### src/adc_ctl_pkg.sv
/*
  shared constants for the serial converter control block and its host end.
  assumes a 25 MHz system clock on both ends and a slow serial clock.
*/
package adc_ctl_pkg;
  // ----------------------------------------
  // control word layout (12 bits, msb first)
  // ----------------------------------------
  localparam int CTL_W = 12;
  localparam int WORD_W = 16;
  localparam int RES_W = 12;
  localparam int BIT_WRITE = 11;
  localparam int BIT_SEQ_HI = 10;
  localparam int BIT_CH_HI = 7;
  localparam int BIT_CH_LO = 6;
  localparam int BIT_PWR_HI = 5;
  localparam int BIT_PWR_LO = 4;
  localparam int BIT_SEQ_LO = 3;
  localparam logic [11:0] CTL_RESET = 12'hFFF;
  // ----------------------------------------
  // serial timing, in serial clock edges
  // ----------------------------------------
  localparam logic [4:0] EDGES_CTL = 5'h0C;
  localparam logic [4:0] EDGE_TRACK = 5'h0E;
  localparam logic [4:0] EDGES_WORD = 5'h10;
  // ----------------------------------------
  // host timing
  // ----------------------------------------
  localparam int CLK_PERIOD_NS = 40;
  localparam int SCLK_HALF_CYC = 4;
  localparam int CONV_PERIOD_NS = 5000;
  localparam int CONV_CYC = (CONV_PERIOD_NS + CLK_PERIOD_NS - 1) / CLK_PERIOD_NS;
  localparam int QUIET_NS = 50;
  localparam int QUIET_CYC = (QUIET_NS + CLK_PERIOD_NS - 1) / CLK_PERIOD_NS;
  // ----------------------------------------
  // apb register map of the host
  // ----------------------------------------
  localparam logic [7:0] REG_CMD = 8'h00;
  localparam logic [7:0] REG_STATUS = 8'h04;
  localparam logic [7:0] REG_DATA = 8'h08;
  // order follows the two power bits: 00 spare, 01 auto off, 10 full off, 11 normal
  typedef enum logic [1:0] {PWR_OFF_ALT, PWR_AUTO_OFF, PWR_FULL_OFF, PWR_NORMAL} pwr_mode_t;
endpackage

### src/adc_link_if.sv
/*
  serial link between host and converter control.
  assumes the bench resolves the data output line from its enable.
*/
`timescale 1ns/1ps
`default_nettype none
interface adc_link_if;
  logic cs_n;
  logic sclk;
  logic din;
  logic dout;
  logic dout_oe;
  modport dev (input cs_n, input sclk, input din, output dout, output dout_oe);
  modport host (output cs_n, output sclk, output din, input dout, input dout_oe);
endinterface
`default_nettype wire

### src/sync3.sv
/*
  three-stage synchroniser with agreement filter.
  assumes an asynchronous input; output changes when stages two and three agree.
*/
`timescale 1ns/1ps
`default_nettype none
module sync3 (
  input wire logic core_clk_i,
  input wire logic nrst_i,
  input wire logic async_i,
  output logic sync_o
);
  logic s1;
  logic s2;
  logic s3;
  always_ff @(posedge core_clk_i or negedge nrst_i)
  begin
    if (!nrst_i)
    begin
      s1 <= 1'b1;
      s2 <= 1'b1;
      s3 <= 1'b1;
      sync_o <= 1'b1;
    end
    else
    begin
      s1 <= async_i;
      s2 <= s1;
      s3 <= s2;
      if (s2 == s3)
        sync_o <= s3;
    end
  end
endmodule
`default_nettype wire

### src/adc_dev_ctl.sv
/*
  converter end: control register, channel sequencer, power modes, output word.
  assumes the host keeps throughput, quiet time and wake time limits.
*/
`timescale 1ns/1ps
`default_nettype none
// Notes on behaviour
// - channel bits pick one of four inputs
// - sequence bits 1,1 start ascending scan
// - first transfer after programming converts channel 0
// - sequence bits 1,0 keep sequence, others end
// - write bit 0 leaves control unchanged
// - after final channel wrap to channel 0
// - word: two zeros, channel, 12-bit result
// - normal mode stays powered, no wake
// - cs fall starts; first 12 bits load control
// - sixteen clocks; track on 14th fall
// - host keeps 5 us between cs falls
// - host waits quiet time before cs low
// - host may idle cs high or low
// - full shutdown powers down, keeps control
// - wake from full shutdown: no output drive
// - host waits wake time after full shutdown
// - auto shutdown powers down after conversion
// - auto shutdown wakes on cs fall
// - host allows 1 us auto wake
// - early cs rise aborts, no update
// - output released on 16th falling edge
// - control bits msb first, write bit first
// - output changes on sclk falling edges
module adc_dev_ctl
  import adc_ctl_pkg::*;
(
  input wire logic core_clk_i,
  input wire logic nrst_i,
  adc_link_if.dev link,
  input wire logic [RES_W-1:0] sample_i,
  output logic [1:0] mux_sel_o,
  output logic tracking_o,
  output logic powered_o,
  output logic [CTL_W-1:0] ctl_o,
  output logic busy_o
);
  import adc_ctl_pkg::*;

  // ----------------------------------------
  // pin sampling
  // ----------------------------------------
  logic cs_s;
  logic sclk_s;
  logic din_s;
  logic cs_d;
  logic sclk_d;
  sync3 u_cs (.core_clk_i(core_clk_i), .nrst_i(nrst_i), .async_i(link.cs_n), .sync_o(cs_s));
  sync3 u_sck (.core_clk_i(core_clk_i), .nrst_i(nrst_i), .async_i(link.sclk), .sync_o(sclk_s));
  sync3 u_din (.core_clk_i(core_clk_i), .nrst_i(nrst_i), .async_i(link.din), .sync_o(din_s));

  always_ff @(posedge core_clk_i or negedge nrst_i)
  begin
    if (!nrst_i)
    begin
      cs_d <= 1'b1;
      sclk_d <= 1'b1;
    end
    else
    begin
      cs_d <= cs_s;
      sclk_d <= sclk_s;
    end
  end

  wire cs_fall = cs_d & ~cs_s;
  wire cs_rise = ~cs_d & cs_s;
  wire sclk_fall = sclk_d & ~sclk_s & ~cs_s;

  // ----------------------------------------
  // transfer state
  // ----------------------------------------
  logic [4:0] edge_cnt;
  logic [CTL_W-1:0] ctl;
  logic [CTL_W-1:0] shift_in;
  logic [WORD_W-1:0] shift_out;
  logic [1:0] conv_ch;
  logic [1:0] seq_ch;
  logic seq_on;
  logic active;
  logic drive_ok;
  pwr_mode_t pwr;

  function automatic pwr_mode_t pwr_of(input logic [CTL_W-1:0] w);
    pwr_of = pwr_mode_t'({w[BIT_PWR_HI], w[BIT_PWR_LO]});
  endfunction

  assign pwr = pwr_of(ctl);

  always_ff @(posedge core_clk_i or negedge nrst_i)
  begin
    if (!nrst_i)
      edge_cnt <= 5'h00;
    else if (cs_fall)
      edge_cnt <= 5'h00;
    else if (sclk_fall && active && edge_cnt < EDGES_WORD)
      edge_cnt <= edge_cnt + 5'h01;
  end

  always_ff @(posedge core_clk_i or negedge nrst_i)
  begin
    if (!nrst_i)
      active <= 1'b0;
    else if (cs_fall)
      active <= 1'b1;
    else if (cs_rise)
      active <= 1'b0;
  end

  // msb first capture of control bits
  always_ff @(posedge core_clk_i or negedge nrst_i)
  begin
    if (!nrst_i)
      shift_in <= 12'h000;
    else if (sclk_fall && active && edge_cnt < EDGES_CTL)
      shift_in <= {shift_in[CTL_W-2:0], din_s};
  end

  // channel for this conversion, sequence aware
  wire [1:0] pick_ch = seq_on ? seq_ch : {ctl[BIT_CH_HI], ctl[BIT_CH_LO]};

  // output word and falling edge shifting
  always_ff @(posedge core_clk_i or negedge nrst_i)
  begin
    if (!nrst_i)
    begin
      shift_out <= 16'h0000;
      conv_ch <= 2'h0;
    end
    else if (cs_fall)
    begin
      conv_ch <= pick_ch;
      shift_out <= {2'b00, pick_ch, sample_i};
    end
    else if (sclk_fall && active)
      shift_out <= {shift_out[WORD_W-2:0], 1'b0};
  end

  // no drive during wake from full shutdown
  // release on abort or 16th fall
  always_ff @(posedge core_clk_i or negedge nrst_i)
  begin
    if (!nrst_i)
    begin
      link.dout <= 1'b0;
      link.dout_oe <= 1'b0;
      drive_ok <= 1'b0;
    end
    else
    begin
      link.dout <= shift_out[WORD_W-1];
      if (cs_fall)
        drive_ok <= (pwr != PWR_FULL_OFF);
      else if (cs_rise || (sclk_fall && edge_cnt == EDGES_WORD - 5'h01))
        drive_ok <= 1'b0;
      link.dout_oe <= drive_ok & active & ~cs_rise;
    end
  end

  // update at cs rise after full word
  wire ctl_load = cs_rise && edge_cnt == EDGES_WORD && shift_in[BIT_WRITE];
  wire [1:0] new_seq = {shift_in[BIT_SEQ_HI], shift_in[BIT_SEQ_LO]};
  wire [1:0] seq_last = {ctl[BIT_CH_HI], ctl[BIT_CH_LO]};

  always_ff @(posedge core_clk_i or negedge nrst_i)
  begin
    if (!nrst_i)
      ctl <= CTL_RESET;
    else if (ctl_load)
      ctl <= shift_in;
  end

  always_ff @(posedge core_clk_i or negedge nrst_i)
  begin
    if (!nrst_i)
    begin
      seq_on <= 1'b0;
      seq_ch <= 2'h0;
    end
    else if (ctl_load && new_seq == 2'b11)
    begin
      seq_on <= 1'b1;
      seq_ch <= 2'h0;
    end
    else if (ctl_load && new_seq != 2'b10)
      seq_on <= 1'b0;
    else if (cs_rise && edge_cnt == EDGES_WORD && seq_on)
    begin
      if (conv_ch >= seq_last)
        seq_ch <= 2'h0;
      else
        seq_ch <= conv_ch + 2'h1;
    end
  end

  // power state; track on 14th fall
  always_ff @(posedge core_clk_i or negedge nrst_i)
  begin
    if (!nrst_i)
    begin
      powered_o <= 1'b1;
      tracking_o <= 1'b1;
    end
    else
    begin
      if (cs_fall)
        tracking_o <= 1'b0;
      else if (sclk_fall && edge_cnt == EDGE_TRACK - 5'h01)
        tracking_o <= 1'b1;
      else if (cs_rise && edge_cnt == EDGES_WORD && pwr_of(ctl_load ? shift_in : ctl) != PWR_NORMAL)
        tracking_o <= 1'b0;
      if (cs_fall && pwr == PWR_AUTO_OFF)
        powered_o <= 1'b1;
      else if (cs_rise && edge_cnt == EDGES_WORD)
        powered_o <= (pwr_of(ctl_load ? shift_in : ctl) == PWR_NORMAL);
    end
  end

  always_ff @(posedge core_clk_i or negedge nrst_i)
  begin
    if (!nrst_i)
    begin
      mux_sel_o <= 2'h0;
      ctl_o <= CTL_RESET;
      busy_o <= 1'b0;
    end
    else
    begin
      mux_sel_o <= pick_ch;
      ctl_o <= ctl;
      busy_o <= active;
    end
  end
endmodule
`default_nettype wire

### src/flat_wrapper.sv
// flat-port wrapper written by rule: the top's interface ports become plain ports
module adc_dev_ctl_flat import adc_ctl_pkg::*;
  (core_clk_i, nrst_i, sample_i, mux_sel_o, tracking_o, powered_o, ctl_o, busy_o, link_cs_n, link_sclk, link_din, link_dout, link_dout_oe);
  adc_link_if link_i ();
  input wire logic core_clk_i;
  input wire logic nrst_i;
  input wire logic [RES_W-1:0] sample_i;
  output logic [1:0] mux_sel_o;
  output logic tracking_o;
  output logic powered_o;
  output logic [CTL_W-1:0] ctl_o;
  output logic busy_o;
  input wire logic [$bits(link_i.cs_n)-1:0] link_cs_n;
  input wire logic [$bits(link_i.sclk)-1:0] link_sclk;
  input wire logic [$bits(link_i.din)-1:0] link_din;
  output wire logic [$bits(link_i.dout)-1:0] link_dout;
  output wire logic [$bits(link_i.dout_oe)-1:0] link_dout_oe;
  assign link_i.cs_n = link_cs_n;
  assign link_i.sclk = link_sclk;
  assign link_i.din = link_din;
  assign link_dout = link_i.dout;
  assign link_dout_oe = link_i.dout_oe;
  adc_dev_ctl u_core (.core_clk_i(core_clk_i), .nrst_i(nrst_i), .link(link_i), .sample_i(sample_i), .mux_sel_o(mux_sel_o), .tracking_o(tracking_o), .powered_o(powered_o), .ctl_o(ctl_o), .busy_o(busy_o));
endmodule
### config.mk
export PLATFORM = sky130hd
export DESIGN_NAME = adc_dev_ctl_flat
export DESIGN_NICKNAME = d
export VERILOG_FILES = /design/src/adc_ctl_pkg.sv /design/src/adc_link_if.sv /design/src/sync3.sv /design/src/adc_dev_ctl.sv /design/src/flat_wrapper.sv
export SDC_FILE = /design/constraint.sdc
export NUM_CORES = 1
export LEC_CHECK = 0
export CORE_ASPECT_RATIO = 0.9
export CORE_MARGIN = 4
export CORE_UTILIZATION = 51
export DETAILED_ROUTE_END_ITERATION = 8
export DONT_BUFFER_PORTS = 1
export PLACE_DENSITY = 0.77
export SYNTH_ARGS = -nofsm -noshare
export SYNTH_HDL_FRONTEND = slang
export SYNTH_HIERARCHICAL = 1
export SYNTH_SLANG_ARGS = --single-unit
### constraint.sdc
create_clock -name core_clk_i -period 2.6 [get_ports core_clk_i]
set_clock_uncertainty 0.1 [all_clocks]
set_input_delay 0.39 -clock core_clk_i [delete_from_list [all_inputs] [get_ports core_clk_i]]
set_output_delay 0.39 -clock core_clk_i [all_outputs]
set_load 0.1 [all_outputs]
# == Word level (Yosys, flattened, before mapping) ==
# Cells that the tools add are included.
# op_classes
add_sub_neg,2
order_cmp,3
eq_ne,13
n_mux,21
n_bitwise,10
reduce_logical,22
# ops
operator,count
two-way mux 16 bit,2
nonzero test 2 bit,7
logical AND 1 bit,12
two-way mux 1 bit,11
"== test 5 x 4 -> 1 bit, second input constant",2
two-way mux 2 bit,5
two-way mux 5 bit,2
bitwise AND 1 bit,6
two-way mux 6 bit,1
"!= test 2 bit, second input constant",3
"adder 5 x 1 -> 5 bit, second input constant",1
"== test 5 bit, second input constant",1
"< comparator 5 x 4 -> 1 bit, second input constant",1
"< comparator 5 bit, second input constant",1
"== test 2 bit, second input constant",2
inverter 1 bit,4
== test 1 bit,3
nonzero test 3 bit,1
"adder 2 x 1 -> 2 bit, second input constant",1
"== test 2 x 1 -> 1 bit, second input constant",1
greater-or-equal comparator 2 bit,1
"!= test 2 x 1 -> 1 bit, second input constant",1
AND reduction 2 bit,1
logical OR 1 bit,1
# totals
ff_bits,85
input_bits,17
out_inout_bits,19
word_cells,102

# == Logic depth before layout (Yosys ltp) ==
# Gate-level depths: netlist (run 1).
# logic_depth
word_depth,10
depth_mapped,7
mapped_depth_nobuf,6

# == By module ==
# Netlist (run 1), hierarchy kept.
# by_module_without_submodules
module,instances,cells_each,area_per_inst_um2,seq_area_each_um2
adc_dev_ctl,1,231,2992.9,1861.8
sync3,3,5,116.4,105.1

# == Worst setup path after synthesis (run 1) ==
# Ideal clock, no wire load.
# synth_path
path_kind,flip-flop to flip-flop
startpoint,register u_core.cs_d
endpoint,register u_core.ctl[10]
setup_ps,82
arrival_time_ps,1611
required_time_ps,2418
setup_slack_ps,807
path_stages_with_launch,8
n_path_buf,1
period_less_slack_ps,1793
cell_sequence,dfstp_2 -> inv_1 -> ha_1 -> nor2b_1 -> and2_2 -> nand2_2 -> buf_6 -> mux2_4
# synth_between
elab_chain_len,4
# synth_rtl
item,line,source
from (decl),adc_dev_ctl.sv:52,logic cs_d;
from (signal assigned),adc_dev_ctl.sv:67,cs_d <= cs_s;
inverter 1 bit,adc_dev_ctl.sv:73,wire cs_rise = ~cs_d & cs_s;
bitwise AND 1 bit,adc_dev_ctl.sv:73,
logical AND 1 bit (2 in series),adc_dev_ctl.sv:167,wire ctl_load = cs_rise && edge_cnt == EDGES_WORD && shift_in[BIT_WRITE];
to (signal assigned),adc_dev_ctl.sv:176,ctl <= shift_in;
to (decl),adc_dev_ctl.sv:80,logic [CTL_W-1:0] ctl;
# No other way between the ends.
# A chain may end at the register's enable or synchronous reset.

# == Final worst setup path (run 1) ==
# layout_path
startpoint,register u_core.cs_d
endpoint,register u_core.ctl[1]
# The elaborated chain is that of the path after synthesis.

==> results.yml, run 1 <==
hold_path:
  hp-class: "in -> reg"
  hp-start: "sample_i[4]"
logic_synthesis:
  synth-seq-cells: 85
  ys_seq_area_frac: 0.651
  synth-async-reset-ratio: 1.00
  ys_warn_count: 6
  yosys.area_share.simple: 0.0899
  synth_fp_nets: 271
  yosys-mux-area-fraction: 0.124
  synth_compound_area_frac: 0.0580
  postSynthAreaPerCell_sq_um: 13.6
  synth_xor_area_frac: 0.0105
  synth_edf_count: 0
  synth_fa_ha_area_frac: 0.0401
  postSynthCellCount: 246
  synth_top_family_by_area: "multiplexers"
  yosys_most_used_dff: "dfrtp_1"
  syn-cell-area_sq_um: 3340
  synthDistinctLibCells: 40
setup_path:
  r2r-start: "u_core/cs_d"
  cp_max_fo: 13
  cp-end-kind: "register"
  crit_type: "reg -> reg"
  crit_arrival_ns: 2.16
  cp.required_ns: 2.77
  crit_start: "u_core/cs_d"
  start_kind: "register"
cells_and_area:
  nNetsFinal: 281
  multiInputGateArea_sq_um: 1080
  fillers: 481
  final_cell_mix: "dfrtp_1, dfstp_2, nand2_1"
  diodes: 0
  layout_commonest_cell: "dfrtp_1"
  finalCoreUtilization: 0.592
  register_area_sq_um: 2180
  layout-drive-gt1-share: 0.337
  syn2layout_area_growth_pct: 10.7
  final_cells: 348
clock_tree:
  htreeDepth: 3
  clk_pin_slew_worst_paths_ns: 0.08
  cts_buffer_depth: 2
  cts-root-buf: "clkbuf_8"
  cts_resized: 0
  cts_buffers: 9
  cts_tree: "done"
  cts_sinks: 85
  clock_latency_ns: 0.34
routing:
  route.vias.total: 1795
  drc: 0
  postRouteAntennaNets: 0
  wirelength_mm: 5.09
  drt-initial-drc-count: 122
  vias_per_cell: 5.16
  first_pass_iters: 5
  wl_per_cell_um: 14.6
place:
  hpwl_mm: 3.34
  dp.cells: 327
  port_buffers: 0
  gp_routability_congestion: 0.746
die:
  die-area_sq_um: 7910
  rows: 27
  die_w_um: 93.3
  initial_utilization: 0.535
  core_area_sq_um: 6250
  dieHeight_um: 84.8
  pin_count: 36
sta:
  final_max_slew_viol_count: 0
  post-route-min-period_ns: 1.99
  tightest_slew_ns: 0.886
  fmax_ghz: 0.502
  rsz0062_at_grt: "no"
  period_share: 0.766
  setup_tns_ns: 0
  slew_headroom: 0.410
  hold_violations: 0
  setup_viol: 0
global_routing:
  first_global_vias: 1770
  grt_pass1_wl_mm: 8.65
  antenna_found_initial: 0
  grt-ovfl-total: 0
  track_usage: 0.142
  grt_max_degree: 86
pwr:
  irDropWorstVdd_mv: 0.465
  powerDensity_nw_per_um2: 747
  p_leak_nw: 1.72
outcome:
  status: "complete, no violations"
flow_run:
  cap_viol_max_count: 0
## stage by stage
step                      worst slack (ns)  hold WS [ns]  total power, W  cell area (sq um)
after floorplan                      0.807      -0.00559         0.00174               3340
after global placement               0.662      -0.00198         0.00178               3420
after detailed placement             0.618      -0.00161         0.00179               3420
after CTS                            0.610        0.0407         0.00281               3700
after global routing                 0.496        0.0520         0.00291               3700
final                                0.608        0.0615         0.00276               3700
## metal layers
layer | track usage | vias up | wire length, um
met3 | 0.0475 | 7 | 268
met2 | 0.203 | 37 | 2350
met5 | 0 | - | 0
met1 | 0.196 | 896 | 2380
li1 | - | 855 | -
met4 | 0.0679 | 0 | 85
## synth_stat cells, types with 3 or more instances
cell / count / area, sq um
xnor2_1: 3 / 26.3
nand2_1: 25 / 93.8
dfstp_2: 40 / 1050
o21ai_0: 19 / 95.1
clkbuf_1: 4 / 15.0
and3_1: 3 / 18.8
dfrtp_1: 45 / 1130
inv_1: 12 / 45.0
buf_2: 3 / 15.0
mux2_2: 16 / 180
ha_1: 8 / 100
nor2_1: 11 / 41.3
mux2i_1: 13 / 130
maj3_2: 3 / 33.8
mux2_4: 7 / 105
## report_power, final
group | switching, W | internal (W) | total [W]
registers | 0.000125 | 0.00145 | 0.00158
logic | 0.000114 | 0.000110 | 0.000225
clock network | 0.000423 | 0.000541 | 0.000964
total | 0.000662 | 0.00210 | 0.00276
## cells by family after synthesis
group,count (synthesis)
compound gates,32
fa+ha+maj,11
buf+inv,20
mux,36
xor+xnor,4
flops,85
simple gates,58
## critical path: stages, from the launching register on
cell and delay, ns:
dfstp_2 0.53, inv_1 0.04, ha_1 0.18, nor2b_1 0.14
and2_2 0.23, nand2_2 0.31, mux2_2 0.38
## flip-flops by register name (all words and copies together) (netlist names), 2 cells and up
signal            flops
u_core/conv_ch        2
u_core/ctl           12
u_core/ctl_o         12
u_core/edge_cnt       5
u_core/mux_sel_o      2
u_core/seq_ch         2
u_core/shift_in      12
u_core/shift_out     16
## layout make-up
| cell class | count | area share |
|---|---|---|
| inverter | 12 | 0.0122 |
| multi-input combinational | 141 | 0.292 |
| timing repair buffer | 7 | 0.0223 |
| tap | 87 | 0.0294 |
| sequential | 85 | 0.588 |
| clock inverter | 4 | 0.0196 |
| clock buffer | 12 | 0.0365 |
## path summary, 6_finish.rpt
| check | endpoint | slack, ns | cells after the start |
|---|---|---|---|
| max | u_core/ctl[1] | 0.61 | 6 |
| min | u_core/shift_out[4] | 0.06 | 2 |
| max reg2reg | u_core/ctl[1] | 0.61 | 6 |
| min reg2reg | u_core/u_cs/s2 | 0.26 | 0 |
| max in group asynchronous | u_core/u_din/s2 | 1.54 | 2 |
| min in group asynchronous | u_core/shift_in[11] | 0.52 | 2 |
## what timing repair did
action | 4_1_cts | 5_1_grt
endpoints found under the setup margin | 0 | 0
setup buffers | 0 | 0
endpoints found under the hold margin | 88 | 0
hold buffers | 5 | 0
No activity file was read; power rests on OpenSTA's default activity.
==> run 2, diff against run 1 <==
--- a/config.mk
+++ b/config.mk
@@ -5,6 +5,7 @@
 export SDC_FILE = /design/constraint.sdc
 export NUM_CORES = 1
 export LEC_CHECK = 0
+export ABC_AREA = 1
 export CORE_ASPECT_RATIO = 0.9
 export CORE_MARGIN = 4
 export CORE_UTILIZATION = 51
==> constraint.sdc (replaced) <==
create_clock -name core_clk_i -period 1.9 [get_ports core_clk_i]
set_clock_uncertainty 0.1 [all_clocks]
set_input_delay 0.285 -clock core_clk_i [delete_from_list [all_inputs] [get_ports core_clk_i]]
set_output_delay 0.285 -clock core_clk_i [all_outputs]
set_load 0.1 [all_outputs]
==> run 2 against run 1 <==
Against the previous run:
- the flow now finishes with violations (hold timing)
- largest cell class unchanged
- setup slack lost 0.47 ns
- area after synthesis is essentially flat
- highest routed layer unchanged
- sequential share of layout area shrank 2.8 points
- critical endpoint is now u_core/seq_ch[1]
- power grew 40%
- utilization grew 3.0 points
- register-to-register slack lost 0.47 ns
==> results.yml, run 2 <==
setup_path:
  crit_type: "reg -> reg"
  reg2reg_depth: 10
  crit_arrival_ns: 1.90
  cp-end-kind: "register"
  r2r_end: "u_core/seq_ch[1]"
  cp.required_ns: 2.04
  crit_chain: "ha_1 > inv_1 > nor2_4 > nand3_4 > inv_4 > nand2_4 > nand2_4 > nand3_4 > nand2_1 > o21ai_1"
  r2r-start: "u_core/u_cs/sync_o"
  cp_max_fo: 8
  critPathMaxStageDelay_ns: 0.59
  crit_start: "u_core/u_cs/sync_o"
  start_kind: "register"
  crit_slowest_cell: "dfstp_2"
  r2r_slack_ns: 0.14
logic_synthesis:
  synth-async-reset-ratio: 1.00
  synth_top_area_cell: "dfrtp_1"
  yosys_most_used_dff: "dfrtp_1"
  yosys-top-cells-area: "dfrtp_1, dfstp_2, nand2_1"
  synth_common_cells: "nand2_1, dfrtp_1, dfstp_2, inv_1, nand3_1"
  synth_top_area_share: 0.337
  ys_warn_count: 6
  ys_seq_area_frac: 0.652
  synth_edf_count: 0
  postSynthCellCount: 311
  syn-cell-area_sq_um: 3340
  yosysMostFrequentCell: "nand2_1"
  synthDistinctLibCells: 31
  synth-seq-cells: 85
  synth_fp_nets: 336
  postSynthAreaPerCell_sq_um: 10.7
global_routing:
  track_usage: 0.160
  antenna_found_initial: 0
  first_global_vias: 2124
  grt-ovfl-total: 0
  grt_max_degree: 86
  grt_pass1_wl_mm: 9.93
clock_tree:
  cts_buffers: 9
  cts_sinks: 85
  cts_tree: "done"
  clk_pin_slew_worst_paths_ns: 0.09
  cts_buffer_depth: 2
  cts_hold_buf: 15
  cts-root-buf: "clkbuf_8"
  htreeDepth: 3
  clock_latency_ns: 0.35
routing:
  vias_per_cell: 4.97
  wirelength_mm: 5.76
  route.vias.total: 2151
  drt-initial-drc-count: 121
  drc: 0
  wl_per_cell_um: 13.3
  first_pass_iters: 4
  postRouteAntennaNets: 0
sta:
  rsz0062_at_grt: "yes"
  whs_ns: -0.481
  post-route-min-period_ns: 1.76
  slew_headroom: 0.646
  tightest_slew_ns: 0.531
  fmax_ghz: 0.569
  final_max_slew_viol_count: 0
  period_share: 0.925
  setup_ws_ns: 0.142
  hold_violations: 85
  setup_viol: 0
outcome:
  status: "complete, but fails checks"
  violations: "hold timing"
cells_and_area:
  syn2layout_area_growth_pct: 16.3
  regMostFlops: "u_core/shift_out"
  largest_reg_flops: 16
  fillers: 497
  finalCoreUtilization: 0.622
  final_cell_mix: "nand2_1, dfrtp_1, dfstp_2"
  diodes: 0
  layout-drive-gt1-share: 0.243
  final_cells: 433
  nNetsFinal: 366
  layout_commonest_cell: "nand2_1"
pwr:
  p_leak_nw: 1.82
  power_w: 0.00387
  powerDensity_nw_per_um2: 995
  irDropWorstVdd_mv: 0.460
die:
  rows: 27
  die-area_sq_um: 7910
  dieHeight_um: 84.8
  core_area_sq_um: 6250
  initial_utilization: 0.535
  die_w_um: 93.3
  pin_count: 36
place:
  post-place-ws_ns: 0.0102
  hpwl_mm: 3.63
  dp.cells: 401
  gp_routability_congestion: 0.759
  port_buffers: 0
hold_path:
  hp-class: "in -> async"
flow_run:
  cap_viol_max_count: 0
==> run 2: cell families after synthesis <==
family / synth area share
AND/OR/NAND/NOR: 0.187
flip-flops: 0.652
buffers and inverters: 0.0566
AO/OA/AOI/OAI: 0.0727
adder cells (fa/ha/maj): 0.0300
XOR/XNOR: 0.00262
==> run 2: report_power, final <==
part           switching, W  internal (W)
combinational      0.000249      0.000150
sequential        0.0000957       0.00199
clock              0.000634      0.000744
total              0.000979       0.00289
==> run 2: worst max-delay path: cells and delay by family, from the launching register on <==
family                   cells  cell delay, ns
AO/OA/AOI/OAI                1            0.06
adder cells (fa/ha/maj)      1            0.18
flip-flops                   1            0.59
AND/OR/NAND/NOR              6            0.52
buffers and inverters        2            0.19
==> run 2: worst max path at each step <==
stage | end | slack, ns | depth (start not counted)
floorplan | u_core/seq_ch[0] | 0.14 | 10
finish | u_core/seq_ch[1] | 0.14 | 10
detailed placement | u_core/seq_ch[1] | 0.01 | 10
global placement | u_core/seq_ch[1] | 0.08 | 10
CTS | u_core/shift_out[11] | 0.07 | 5
global route | u_core/edge_cnt[3] | -0.02 | 7
==> run 2: area by class of cell <==
class                           count  area (sq um)  area share
Sequential cell                    85          2180       0.560
Multi-Input combinational cell    180           990       0.255
Timing Repair Buffer               28           248      0.0637
Inverter                           37           141      0.0364
Clock buffer                        9           124      0.0319
Tap cell                           87           109      0.0280
Clock inverter                      7          97.6      0.0251
==> run 2: per-layer routing <==
layer	share of wire	global-route usage	routed length [um]
met4	0.0064	0.0439	37
met2	0.48	0.242	2790
met3	0.046	0.0627	266
met5	0	0	0
met1	0.46	0.217	2670
==> run 2: metrics by stage <==
step                      area [sq um]  hold slack, ns  setup TNS, ns
after floorplan                   3340          -0.111              0
after global placement            3490          -0.107              0
after detailed placement          3490          -0.107              0
after CTS                         3860          -0.505              0
after global routing              3890          -0.512        -0.0159
final                             3890          -0.481              0
==> run 2: timing repair <==
item | 4_1_cts | 5_1_grt
setup buffers | 0 | 1
hold endpoints to repair | 100 | 85
pin swaps | 0 | 2
resized for setup | 1 | 4
endpoints found under the setup margin | 2 | 19
==> run 3, diff against run 2 <==
--- a/config.mk
+++ b/config.mk
@@ -12,6 +12,7 @@
 export DETAILED_ROUTE_END_ITERATION = 8
 export DONT_BUFFER_PORTS = 1
 export PLACE_DENSITY = 0.77
+export SETUP_SLACK_MARGIN = 0.1
 export SYNTH_ARGS = -nofsm -noshare
 export SYNTH_HDL_FRONTEND = slang
 export SYNTH_HIERARCHICAL = 1
==> constraint.sdc (replaced) <==
create_clock -name core_clk_i -period 2.2 [get_ports core_clk_i]
set_clock_uncertainty 0.1 [all_clocks]
set_input_delay 0.33 -clock core_clk_i [delete_from_list [all_inputs] [get_ports core_clk_i]]
set_output_delay 0.33 -clock core_clk_i [all_outputs]
set_load 0.1 [all_outputs]
==> run 3 against run 2 <==
Against the previous run:
- the flow still finishes with violations (hold timing)
- combinational power decreased by 16%
- setup slack gained 0.14 ns
- final cell count shrank 1.6%
- critical path type unchanged
==> results.yml, run 3 (synthesis results as in run 2) <==
outcome:
  status: "complete, but fails checks"
  violations: "hold timing"
routing:
  wirelength_mm: 5.58
  vias_per_cell: 5.01
  drt-initial-drc-count: 168
  drc: 0
  postRouteAntennaNets: 0
  route.vias.total: 2136
  wl_per_cell_um: 13.1
  first_pass_iters: 4
pwr:
  irDropWorstVdd_mv: 0.622
  powerDensity_nw_per_um2: 831
  power_w: 0.00314
  p_leak_nw: 1.77
clock_tree:
  cts_sinks: 85
  cts_hold_buf: 13
  cts_buffer_depth: 2
  htreeDepth: 3
  clk_pin_slew_worst_paths_ns: 0.09
  cts_tree: "done"
  cts-root-buf: "clkbuf_8"
  cts_buffers: 9
  cts_setup_buffers: 0
  clock_latency_ns: 0.36
setup_path:
  cpLargestDelayFamily: "flip-flops"
  crit_type: "reg -> reg"
  crit_end: "u_core/shift_out[11]"
  crit_arrival_ns: 2.08
  cp-end-kind: "register"
  critPathMaxStageDelay_ns: 0.59
  start_kind: "register"
  cp_num_cells: 5
  crit_buf_inv: 2
  path_common_cell: "inv_1"
  crit_slowest_cell: "dfstp_2"
  reg2reg_depth: 5
  r2r-start: "u_core/u_cs/sync_o"
  r2r_end: "u_core/shift_out[11]"
  crit_chain: "inv_1 > ha_1 > inv_1 > nand2_1 > o221ai_1"
  cp_max_fo: 13
  crit_start: "u_core/u_cs/sync_o"
  r2r_slack_ns: 0.28
  cp.required_ns: 2.37
cells_and_area:
  layout_commonest_cell: "nand2_1"
  final_cells: 426
  diodes: 0
  regMostFlops: "u_core/shift_out"
  final_design_area_no_fill_sq_um: 3780
  nNetsFinal: 359
  largest_reg_flops: 16
  layout-drive-gt1-share: 0.230
  syn2layout_area_growth_pct: 13.1
  final_cell_mix: "nand2_1, dfrtp_1, dfstp_2"
sta:
  hold_violations: 85
  post-route-min-period_ns: 1.92
  final_max_slew_viol_count: 0
  tightest_slew_ns: 0.524
  rsz0062_at_grt: "no"
  setup_viol: 0
  whs_ns: -0.434
  setup_tns_ns: 0
  period_share: 0.871
  setup_ws_ns: 0.284
  slew_headroom: 0.651
  fmax_ghz: 0.522
place:
  post-place-ws_ns: 0.197
  gp_routability_congestion: 0.748
  placed_area_sq_um: 3460
  hpwl_mm: 3.63
  dp.cells: 397
  port_buffers: 0
global_routing:
  antenna_found_initial: 0
  first_global_vias: 2084
  grt_pass1_wl_mm: 9.69
  track_usage: 0.156
  grt_max_degree: 86
  grt-ovfl-total: 0
die:
  die-area_sq_um: 7910
  core_area_sq_um: 6250
  pin_count: 36
  rows: 27
  initial_utilization: 0.535
  dieHeight_um: 84.8
  die_w_um: 93.3
hold_path:
  hp-class: "in -> async"
flow_run:
  cap_viol_max_count: 0
-- run 3: worst min path at each step --
| stage | startpoint | cells past startpoint | to | slack (ns) |
|---|---|---|---|---|
| 3_5_place_dp | nrst_i | 0 | u_core/shift_in[9] | -0.06 |
| 6_report | nrst_i | 0 | u_core/seq_ch[0] | -0.43 |
| 5_1_grt | nrst_i | 0 | u_core/shift_out[12] | -0.47 |
| 2_1_floorplan | nrst_i | 0 | u_core/active | -0.07 |
| 4_1_cts | nrst_i | 0 | u_core/shift_out[14] | -0.46 |
| 3_3_place_gp | nrst_i | 0 | u_core/shift_in[2] | -0.06 |
-- run 3: layer usage --
layer | GRT usage | routed length (um) | vias to the layer above
met4 | 0.0399 | 57 | 0
li1 | - | - | 1050
met1 | 0.204 | 2580 | 1040
met2 | 0.245 | 2670 | 38
met3 | 0.0627 | 270 | 8
met5 | 0 | 0 | -
-- run 3: worst register-to-register path: stages (launching register included) --
cell	delay, ns
dfstp_2	0.59
inv_1	0.07
ha_1	0.22
inv_1	0.25
nand2_1	0.34
o221ai_1	0.27
-- run 3: what timing repair did --
action	CTS	global route
gates resized for setup	0	2
setup endpoints to repair	0	6
endpoints found under the hold margin	98	85
-- run 3: stage by stage --
| stage | hold WS (ns) | util |
|---|---|---|
| finish | -0.434 | 0.605 |
| global route | -0.472 | 0.605 |
| CTS | -0.460 | 0.604 |
| detailed placement | -0.0621 | 0.554 |
| global placement | -0.0620 | 0.554 |
| floorplan | -0.0656 | - |
-- run 3: final cells by class --
cell class | instances | area [sq um]
clock buffers | 9 | 124
well taps | 87 | 109
flip-flops and latches | 85 | 2180
inverters | 37 | 140
fillers | 508 | 2470
repair buffers | 21 | 190
clock inverters | 7 | 58.8
multi-input cells | 180 | 980
-- run 3: power breakdown --
| group | internal (W) | leakage (nW) | switching (W) |
|---|---|---|---|
| registers | 0.00172 | 1.01 | 0.0000840 |
| logic | 0.000120 | 0.668 | 0.000214 |
| clock network | 0.000425 | 0.0869 | 0.000574 |
| total | 0.00227 | 1.77 | 0.000871 |
